## src/prdc_pkg.sv

```systemverilog
package prdc_pkg;
  localparam int          LINES      = 23;
  localparam int          FUNC_W     = 3;
  localparam int          LINE_TCK   = 0;
  localparam int          LINE_TMS   = 1;
  localparam int          LINE_TDI   = 2;
  localparam int          LINE_TDO   = 3;
  localparam int          LINE_RC    = 20;
  localparam logic [2:0]  FUNC_F     = 3'h5;
  localparam logic [2:0]  FUNC_TWI   = 3'h0;
  localparam logic [22:0] TWI_MASK   = 23'h2200a0;
  localparam logic [22:0] PULL_RST   = 23'h000001;
  localparam logic [22:0] GPIO_RST   = 23'h4dff5f;
  localparam logic [22:0] OE_RST     = 23'h000000;
  localparam logic [22:0] OUT_RST    = 23'h000000;
endpackage

```

## src/prdc_pin_control.sv

```systemverilog
// Notes on behaviour
// RQ1: JTAG enables only if TCK samples low when reset releases.
// RQ2: JTAG enabled: pull-ups on TCK, TMS, TDI; TDO driven, no pull-up.
// RQ3: TCK pull-up stays on during the whole of reset.
// RQ4: JTAG disabled: its pins work as GPIO or peripheral lines.
// RQ5: Software uses port line zero as GPIO output only.
// RQ6: Two-wire capable pins select I2C function out of reset.
// RQ7: I2C assigned pins are open-drain with input spike filter.
// RQ8: Every line has a pull-up, enabled separately per line.
// RQ9: After reset lines are inputs, pull-ups off, except line zero.
// RQ10: After reset line twenty selects function F, clock output on.
// RQ11: Slow RC clock drives line twenty from power-up, even in reset.
// RQ12: Clock output stops on GPIO, other function, or keep bit zero.
// RQ13: Once stopped, the slow RC clock output never restarts; the code restarts it on power-on reset.
// RQ14: Software stops the clock output before alternate crystal output.
// RQ15: Analog input path blocked while the line drives high.
// RQ16: Clock-output stop flag cleared only by power-on reset.
`timescale 1ns/1ns
module prdc_pin_control #(
  parameter int LINES = prdc_pkg::LINES
) (
  input  wire logic                   clock,
  input  wire logic                   rst,
  input  wire logic                   porRst,
  input  wire logic [LINES-1:0]       padIn,
  input  wire logic                   rcClkIn,
  input  wire logic                   cfgWr,
  input  wire logic [4:0]             cfgLine,
  input  wire logic                   cfgGpio,
  input  wire logic [2:0]             cfgFunc,
  input  wire logic                   cfgPull,
  input  wire logic                   cfgOe,
  input  wire logic                   cfgOut,
  input  wire logic                   keepRcWr,
  input  wire logic                   keepRcVal,
  input  wire logic [LINES-1:0]       periphOut,
  input  wire logic [LINES-1:0]       periphOe,
  input  wire logic                   jtagTdo,
  input  wire logic [LINES-1:0]       adcReq,
  output logic      [LINES-1:0]       padOut_q,
  output logic      [LINES-1:0]       padOe_q,
  output logic      [LINES-1:0]       padPull_q,
  output logic      [LINES-1:0]       lineIn_q,
  output logic      [LINES-1:0]       adcEn_q,
  output logic                        jtagEn_q,
  output logic                        rcOutOn_q
);
  if (LINES != prdc_pkg::LINES) begin : gBadLines
    $error("LINES must match the pad map");
  end

  logic [LINES-1:0] syncA_q;
  logic [LINES-1:0] syncB_q;
  logic [LINES-1:0] syncC_q;
  logic             rcA_q;
  logic             rcB_q;
  logic             rstPrev_q;
  logic             rcDis_q;
  logic [LINES-1:0] gpioSel_q;
  logic [LINES-1:0] pullCfg_q;
  logic [LINES-1:0] oeCfg_q;
  logic [LINES-1:0] outCfg_q;
  logic [LINES*3-1:0] func_q;
  logic [LINES-1:0] twiMode_q;
  logic [LINES-1:0] padOut_d;
  logic [LINES-1:0] padOe_d;
  logic [LINES-1:0] padPull_d;
  logic [LINES-1:0] twiMode_d;
  logic             rcOn_d;

  // Pads and the oscillator are asynchronous to clock
  always_ff @(posedge clock) begin
    syncA_q <= padIn;
    syncB_q <= syncA_q;
    syncC_q <= syncB_q;
    rcA_q   <= rcClkIn;
    rcB_q   <= rcA_q;
  end

  // Sample TCK on the cycle reset goes away
  always_ff @(posedge clock) begin
    if (porRst) begin
      rstPrev_q <= 1'b1;
      jtagEn_q  <= 1'b0;
    end else begin
      rstPrev_q <= rst;
      if (rstPrev_q && !rst) begin
        jtagEn_q <= !syncB_q[prdc_pkg::LINE_TCK]; // RQ1
      end
    end
  end

  // Line configuration, written one line at a time
  always_ff @(posedge clock) begin
    if (rst || porRst) begin
      gpioSel_q <= prdc_pkg::GPIO_RST; // RQ6
      pullCfg_q <= prdc_pkg::PULL_RST; // RQ9
      oeCfg_q   <= prdc_pkg::OE_RST; // RQ9
      outCfg_q  <= prdc_pkg::OUT_RST;
      for (int i = 0; i < LINES; i++) begin
        func_q[i*3 +: 3] <= (i == prdc_pkg::LINE_RC) ?
                            prdc_pkg::FUNC_F : prdc_pkg::FUNC_TWI; // RQ10
      end
    end else if (cfgWr && (int'(cfgLine) < LINES)) begin
      gpioSel_q[cfgLine]      <= cfgGpio;
      pullCfg_q[cfgLine]      <= cfgPull; // RQ8
      oeCfg_q[cfgLine]        <= cfgOe;
      outCfg_q[cfgLine]       <= cfgOut;
      func_q[cfgLine*3 +: 3]  <= cfgFunc;
    end
  end

  // Sticky stop flag survives system reset, only power-on clears it
  always_ff @(posedge clock) begin
    if (porRst) begin
      rcDis_q <= 1'b0; // RQ16
    end else if (!rst && (gpioSel_q[prdc_pkg::LINE_RC] ||
               func_q[prdc_pkg::LINE_RC*3 +: 3] != prdc_pkg::FUNC_F ||
               (keepRcWr && !keepRcVal))) begin
      rcDis_q <= 1'b1; // RQ12
    end
  end

  // Clock runs on line twenty through power-on reset too
  assign rcOn_d = !rcDis_q && !(keepRcWr && !keepRcVal); // RQ11 RQ13

  genvar g;
  generate
    for (g = 0; g < LINES; g++) begin : gLine
      localparam bit IS_TWI = prdc_pkg::TWI_MASK[g];
      localparam bit IS_JIN = (g == prdc_pkg::LINE_TCK) ||
                              (g == prdc_pkg::LINE_TMS) ||
                              (g == prdc_pkg::LINE_TDI);
      always_comb begin
        twiMode_d[g] = 1'b0;
        padPull_d[g] = pullCfg_q[g];
        if (jtagEn_q && !rst && IS_JIN) begin
          padOe_d[g]   = 1'b0;
          padOut_d[g]  = 1'b0;
          padPull_d[g] = 1'b1; // RQ2
        end else if (jtagEn_q && !rst && g == prdc_pkg::LINE_TDO) begin
          padOe_d[g]   = 1'b1;
          padOut_d[g]  = jtagTdo;
          padPull_d[g] = 1'b0; // RQ2
        end else if (g == prdc_pkg::LINE_RC && rcOn_d) begin
          padOe_d[g]  = 1'b1;
          padOut_d[g] = rcB_q; // RQ11
        end else if (gpioSel_q[g]) begin
          padOe_d[g]  = oeCfg_q[g]; // RQ4
          padOut_d[g] = outCfg_q[g];
        end else if (IS_TWI && func_q[g*3 +: 3] == prdc_pkg::FUNC_TWI) begin
          twiMode_d[g] = 1'b1;
          padOe_d[g]   = periphOe[g] && !periphOut[g]; // RQ7
          padOut_d[g]  = 1'b0;
        end else begin
          padOe_d[g]  = periphOe[g]; // RQ4
          padOut_d[g] = periphOut[g];
        end
        if (rst && g == prdc_pkg::LINE_TCK) begin
          padPull_d[g] = 1'b1; // RQ3
        end
      end

      always_ff @(posedge clock) begin
        if (porRst) begin
          lineIn_q[g] <= 1'b1;
        end else if (!twiMode_q[g]) begin
          lineIn_q[g] <= syncB_q[g];
        end else if (syncB_q[g] == syncC_q[g]) begin
          lineIn_q[g] <= syncB_q[g]; // RQ7
        end
      end
    end
  endgenerate

  always_ff @(posedge clock) begin
    if (porRst) begin
      padOut_q  <= '0;
      padOe_q   <= '0;
      padPull_q <= prdc_pkg::PULL_RST;
      twiMode_q <= '0;
      adcEn_q   <= '0;
      rcOutOn_q <= 1'b1;
      padOe_q[prdc_pkg::LINE_RC] <= 1'b1;
      // Clock must reach the pad while power-on reset still holds
      padOut_q[prdc_pkg::LINE_RC] <= rcB_q; // RQ11
    end else begin
      padOut_q  <= padOut_d;
      padOe_q   <= padOe_d;
      padPull_q <= padPull_d;
      twiMode_q <= twiMode_d;
      adcEn_q   <= adcReq & ~(padOe_d & padOut_d); // RQ15
      rcOutOn_q <= rcOn_d;
    end
  end

  a_tck_pull_reset: assert property ( // RQ3
    @(posedge clock) disable iff (porRst)
    rst |=> padPull_q[prdc_pkg::LINE_TCK])
    else $error("TCK pull-up dropped in reset");

  a_jtag_sample_tck: assert property ( // RQ1
    @(posedge clock) disable iff (porRst)
    (rstPrev_q && !rst) |=>
      (jtagEn_q == !$past(syncB_q[prdc_pkg::LINE_TCK])))
    else $error("JTAG enable not taken from TCK at release");

  a_jtag_pin_setup: assert property ( // RQ2
    @(posedge clock) disable iff (porRst)
    (jtagEn_q && !rst) |=> (padPull_q[prdc_pkg::LINE_TCK] &&
      padPull_q[prdc_pkg::LINE_TMS] && padPull_q[prdc_pkg::LINE_TDI] &&
      !padPull_q[prdc_pkg::LINE_TDO] && padOe_q[prdc_pkg::LINE_TDO] &&
      padOut_q[prdc_pkg::LINE_TDO] == $past(jtagTdo)))
    else $error("JTAG pin setup wrong");

  a_reset_defaults: assert property ( // RQ9
    @(posedge clock) disable iff (porRst)
    rst |=> (gpioSel_q == prdc_pkg::GPIO_RST &&
             pullCfg_q == prdc_pkg::PULL_RST && oeCfg_q == '0))
    else $error("Line defaults wrong after reset");

  a_rc_stop_sticky: assert property ( // RQ13
    @(posedge clock) disable iff (porRst)
    rcDis_q |=> rcDis_q [*3])
    else $error("Clock output stop flag cleared");

  a_rc_keep_zero: assert property ( // RQ12
    @(posedge clock) disable iff (porRst)
    (keepRcWr && !keepRcVal && !rst) |=> (rcDis_q && !rcOutOn_q))
    else $error("Keep bit zero did not stop clock output");

  a_rc_out_off: assert property ( // RQ13
    @(posedge clock) disable iff (porRst)
    rcDis_q |=> !rcOutOn_q)
    else $error("Clock output on after stop");

  a_rc_power_up: assert property ( // RQ11
    @(posedge clock)
    $fell(porRst) |-> (rcOutOn_q && padOe_q[prdc_pkg::LINE_RC]))
    else $error("Clock output absent at power-up");

  a_adc_block: assert property ( // RQ15
    @(posedge clock) disable iff (porRst)
    (adcEn_q & padOe_q & padOut_q) == '0)
    else $error("Analog path open while driving high");

  a_twi_open_drain: assert property ( // RQ7
    @(posedge clock) disable iff (porRst)
    (twiMode_q & padOe_q & padOut_q) == '0)
    else $error("Two-wire line driven high");
endmodule // prdc_pin_control

```

## config.mk

```make
export PLATFORM = sky130hd
export DESIGN_NAME = prdc_pin_control
export DESIGN_NICKNAME = d
export VERILOG_FILES = /design/src/prdc_pkg.sv /design/src/prdc_pin_control.sv
export SDC_FILE = /design/constraint.sdc
export NUM_CORES = 1
export LEC_CHECK = 0
export BUFFER_PORTS_ARGS = -buffer_cell sky130_fd_sc_hd__buf_2
export CORE_MARGIN = 2
export CORE_UTILIZATION = 48
export DETAILED_ROUTE_END_ITERATION = 16
export PLACE_DENSITY_LB_ADDON = 0.1
export SYNTH_ARGS = -nofsm -noshare
export SYNTH_HDL_FRONTEND = slang
export SYNTH_SLANG_ARGS = --single-unit
```

## constraint.sdc

```tcl
create_clock -name clock -period 1.5 [get_ports clock]
set_input_delay 0.15 -clock clock [delete_from_list [all_inputs] [get_ports clock]]
set_output_delay 0.15 -clock clock [all_outputs]
set_load 0.1 [all_outputs]
```

Word level (Yosys, flattened, before mapping) --
Index checks and enable logic that the tools add are counted.
Word-level totals: logic and storage cells 263, input port bits 112, latch bits 0, output and inout bits 117, memories 0, register bits 374, bits in read-only memories 0, memory bits (writable) 0
Cells by class: shift-type cells 2, $mul 1, eq/ne operators 47, bitwise gates (word level) 3, add/sub/neg operators 1, div/mod/pow operators 0, order comparisons 3, reductions and logical operators 33, mux-type cells 124
Operators with widths (count):
- 2-to-1 mux 1 bit | 117
- bitwise mux 23 bit | 4
- bitwise mux 69 bit | 1
- variable shift 3 x 34 -> 69 bit (first input constant) | 1
- indexed part select 3 x 34 -> 69 bit | 1
- AND 23 bit | 2
- inequality test 2 x 1 -> 1 bit (second input constant) | 23
- negation 7 -> 34 bit | 1
- equality test 1 bit | 23
- NOT 23 bit | 1
- 2-to-1 mux 21 bit | 1
- logical NOT 3 bit | 4
- logical AND 1 bit | 11
- OR reduction 2 bit | 5
- logical NOT 1 bit | 9
- multiplier 5 x 2 -> 7 bit (second input constant) | 1
- less-than comparator 5 x 6 -> 1 bit (second input constant) | 1
- demux 1 bit (select 5 bit) | 1
- greater-or-equal comparator 5 x 1 -> 1 bit (second input constant) | 1
- less-than comparator 5 bit (second input constant) | 1
- logical OR 1 bit | 3
- inequality test 3 bit (second input constant) | 1
- OR reduction 3 bit | 1

Logic depth before layout (Yosys ltp) --
depth after elaboration 8, gate-level depth with buffers 7, mapped depth without buffers 6

Least setup slack after synthesis --
No wires, ideal clock.
path kind register to register, start point register jtagEn_q, end point register adcEn_q[3], library setup time 0.080 ns, period minus slack after synthesis 1.655 ns, buffers on the path 0, stages on the path, launching flop included 5, arrival time 1.576 ns, data required time 1.420 ns, slack -0.155 ns, cell sequence dfxtp_1 nand2b_1 nor2_1 a21oi_1 nor3b_1
On the way: word-level cells in the longest chain between the ends 5, elaborated cells between the ends (all ways) 6, classes of those cells mux (2); bitwise (3); reduce/logical (1)
Ends and longest elaborated chain:
- from (decl) | line prdc_pin_control.sv:45 | output logic jtagEn_q,
- from (signal assigned) | line prdc_pin_control.sv:88 | jtagEn_q <= !syncB_q[prdc_pkg::LINE_TCK];
- logical AND 1 bit *
- 2-to-1 mux 1 bit | line prdc_pin_control.sv:141 | end else if (jtagEn_q && !rst && g == prdc_pkg::LINE_TDO) begin
- AND 23 bit * | line prdc_pin_control.sv:192 | adcEn_q <= adcReq & ~(padOe_d & padOut_d);
- NOT 23 bit * | line prdc_pin_control.sv:192
- AND 23 bit * | line prdc_pin_control.sv:192
- to (signal assigned) | line prdc_pin_control.sv:192
- to (decl) | line prdc_pin_control.sv:44 | output logic [LINES-1:0] adcEn_q,
Every way passes the cells marked *; elsewhere a longest branch is shown, timed or not. A chain may end at the register's enable or synchronous reset.

Worst setup path after layout --
start point register lineIn_q[17], end point output port lineIn_q[17]
RTL lines:
- from (decl) | line prdc_pin_control.sv:43 | output logic [LINES-1:0] lineIn_q,
- from (signal, indexed assignment) | line prdc_pin_control.sv:168 | lineIn_q[g] <= syncB_q[g];
- from (signal, indexed assignment) | line prdc_pin_control.sv:170 | lineIn_q[g] <= syncB_q[g];
No word-level cell between the ends.

==> flow_metrics.tcl <==
set metrics [dict create \
    status "complete, no violations" \
    ys.warnings.count 0 \
    cp_top_family "buffers and inverters" \
    drv_slew 0 \
    io_buffers 228 \
    worstPathArrival_ns 1.30 \
    max-cap-violations 0 \
    path_clk_slew_ns 0.06 \
    fin_tns_setup_ns 0 \
    slowest_stage "buf_2" \
    avgSynthCellArea_um2 9.82 \
    nFillCells 1541 \
    clock_path_buffers 3 \
    drt_first_pass_iters 4 \
    fp.dieArea_mm2 0.0211 \
    synthFlopType "dfxtp_1" \
    netlist-cell-type-count 50 \
    drt-vias-per-instance 4.88 \
    worst-setup-path-type "reg2out" \
    start_util_pct 49.1 \
    slew_headroom_pct 60.3 \
    crit_path_end_kind "primary output" \
    via_count 7888 \
    die_y_um 145 \
    area_growth_pct 38.4 \
    synthesis.nets 1093 \
    worst_setup_path_start_kind "flop" \
    row_count 51 \
    worstPathBufferInverterCount 1 \
    numCtsBuffers 28 \
    yosysSeqAreaShare_pct 58.9 \
    multi_input_area_mm2 0.00374 \
    grt_pass1_wl_um 37700 \
    hp-class "in2reg" \
    critPathMaxFanout 2 \
    cts-root-buf "clkbuf_16" \
    antenna_found_initial 0 \
    ios 229 \
    async_flop_share_pct 0 \
    vdd_drop_max_mv 1.26 \
    coreArea_mm2 0.0195 \
    syn_inst 976 \
    antenna_cells 0 \
    finalWirelength_um 23300 \
    hold_viol 0 \
    grt_max_degree 54 \
    dp.final_hpwl_um 14700 \
    final.setup_skew_ns 0.00793 \
    worst_pin_slew_ns 0.596 \
    p_per_area_mw_per_mm2 1230 \
    nets 1448 \
    post-route-period-util_pct 97.0 \
    fmax_ghz 0.688 \
    yosys_register_bits 282 \
    period_minus_slack_ns 1.45 \
    clk_latency_ns 0.54 \
    clock-sinks 282 \
    synth_edf_count 0 \
    total_power_uw 16300 \
    setup_viol 0 \
    layout-drive-gt1-share_pct 27.2 \
    post_drt_wl_per_cell_um 14.4 \
    postRouteAntennaNets 0 \
    cts_tree "built" \
    synth_area_mm2 0.00959 \
    drc 0 \
    max_stage_delay_ns 0.43 \
    die_w_um 145 \
    drtIter0Drc 392 \
    grt_pass1_vias 7647 \
    htreeDepth 1 \
    power_leakage_uw 0.00581 \
    final_util_pct 68.0 \
    critPathRequiredTime_ns 1.35 \
    gp_congestion 0.835 \
    grt_usage_pct 21.4 \
    seq_area_mm2 0.00565 \
    path_cells "buf_2" \
    grt_overflow_total 0 \
]
-- layout by cell type, fill, tap and decap left out, types with 4 or more instances in the layout --
cell type	n
buf_2	223
nand2b_1	8
clkbuf_4	4
a211oi_1	5
mux2i_1	73
dlygate4sd3_1	106
clkinv_2	6
ha_1	4
buf_12	4
o21ai_0	36
clkbuf_8	5
nand3_1	93
nand3b_1	9
o21bai_1	4
nand2_1	116
or2_2	20
nor3_4	4
buf_4	40
nor3b_1	22
dfxtp_1	278
clkbuf_16	29
a32oi_1	4
inv_1	10
dfxtp_2	4
a21oi_1	74
clkbuf_1	5
nor2b_1	28
nor2_1	84
-- logic make-up after synthesis --
group / Yosys count / synth area share [%]
compound gates: 135 / 7.74
flops: 282 / 58.9
simple gates: 414 / 22.0
buf+inv: 63 / 2.67
mux: 75 / 7.85
xor+xnor: 2 / 0.183
fa+ha+maj: 5 / 0.652
-- synth_stat cells, types with 3 or more instances --
| cell | instances | area [um2] |
|---|---|---|
| nor3_4 | 3 | 48.8 |
| o21ai_1 | 3 | 15.0 |
| ha_1 | 5 | 62.6 |
| nand2_1 | 116 | 435 |
| nand2b_1 | 9 | 56.3 |
| o21bai_1 | 4 | 30.0 |
| buf_2 | 7 | 35.0 |
| a32oi_1 | 4 | 35.0 |
| a211oi_1 | 5 | 37.5 |
| nand3_1 | 93 | 465 |
| nor3_1 | 4 | 20.0 |
| a21oi_1 | 74 | 370 |
| or3_1 | 3 | 18.8 |
| nor3b_1 | 23 | 173 |
| dfxtp_1 | 282 | 5650 |
| nor2b_1 | 28 | 175 |
| or2_2 | 20 | 125 |
| inv_1 | 11 | 41.3 |
| nand3b_1 | 9 | 67.6 |
| nor2_1 | 86 | 323 |
| o21ai_0 | 36 | 180 |
| clkbuf_1 | 42 | 158 |
| mux2i_1 | 73 | 731 |
-- final timing paths --
kind | depth (start not counted) | endpoint | start | slack [ns]
worst max register to register | 4 | adcEn_q[21]$_SDFF_PP0_ | func_q[65]$_SDFFE_PP0P_ | 0.06
worst max-delay path | 1 | lineIn_q[17] | lineIn_q[17]$_SDFFE_PP1P_ | 0.05
worst min register to register | 0 | syncB_q[17]$_DFF_P_ | syncA_q[17]$_DFF_P_ | 0.32
worst min-delay path | 4 | adcEn_q[3]$_SDFF_PP0_ | periphOut[3] | 0.007
-- sequential cells by signal, indices dropped and copies added, names as in the netlist, 4 cells and up --
| name | cells |
|---|---|
| adcEn_q | 23 |
| gpioSel_q | 23 |
| lineIn_q | 23 |
| oeCfg_q | 23 |
| outCfg_q | 23 |
| padOe_q | 23 |
| padOut_q | 23 |
| padPull_q | 23 |
| pullCfg_q | 23 |
| syncA_q | 23 |
| syncB_q | 23 |
| func_q | 15 |
| syncC_q | 4 |
| twiMode_q | 4 |
-- layout make-up --
| class | count | area share, % |
|---|---|---|
| clock buffers | 39 | 6.13 |
| inverters | 11 | 0.311 |
| clock inverters | 11 | 0.848 |
| repair buffers | 377 | 19.5 |
| well taps | 265 | 2.50 |
| multi-input cells | 631 | 28.1 |
| flip-flops and latches | 282 | 42.6 |
-- where the power goes --
group	internal, uW	switching (uW)	total (uW)
sequential	7670	58.0	7730
combinational	548	1130	1680
clock	4110	2800	6910
-- metrics by stage --
| step | instances | setup slack (ns) | area (um2) | hold slack (ns) |
|---|---|---|---|---|
| after global placement | 1460 | -0.194 | 11200 | 0.252 |
| after detailed placement | 1460 | -0.220 | 11200 | 0.254 |
| after floorplan | 976 | 0.00335 | 9600 | 0.178 |
| final | 1616 | 0.0457 | 13300 | 0.00698 |
| after CTS | 1616 | 0.00528 | 13200 | 0.00306 |
| after global routing | 1616 | -0.0254 | 13300 | 0.0361 |
-- metal layers --
layer	share of wire (%)	wire [um]	GRT usage, %
met4	1.8	411	4.56
met3	5.4	1250	4.70
met2	48	11200	37.2
met1	45	10400	27.4
met5	0	0	0
-- timing repair --
item	in CTS	in global routing
hold buffers	106	0
hold endpoints to repair	106	0
setup buffers	0	0
endpoints found under the setup margin	0	10
gates resized for setup	0	15
Power figures use the tool's default switching activity.
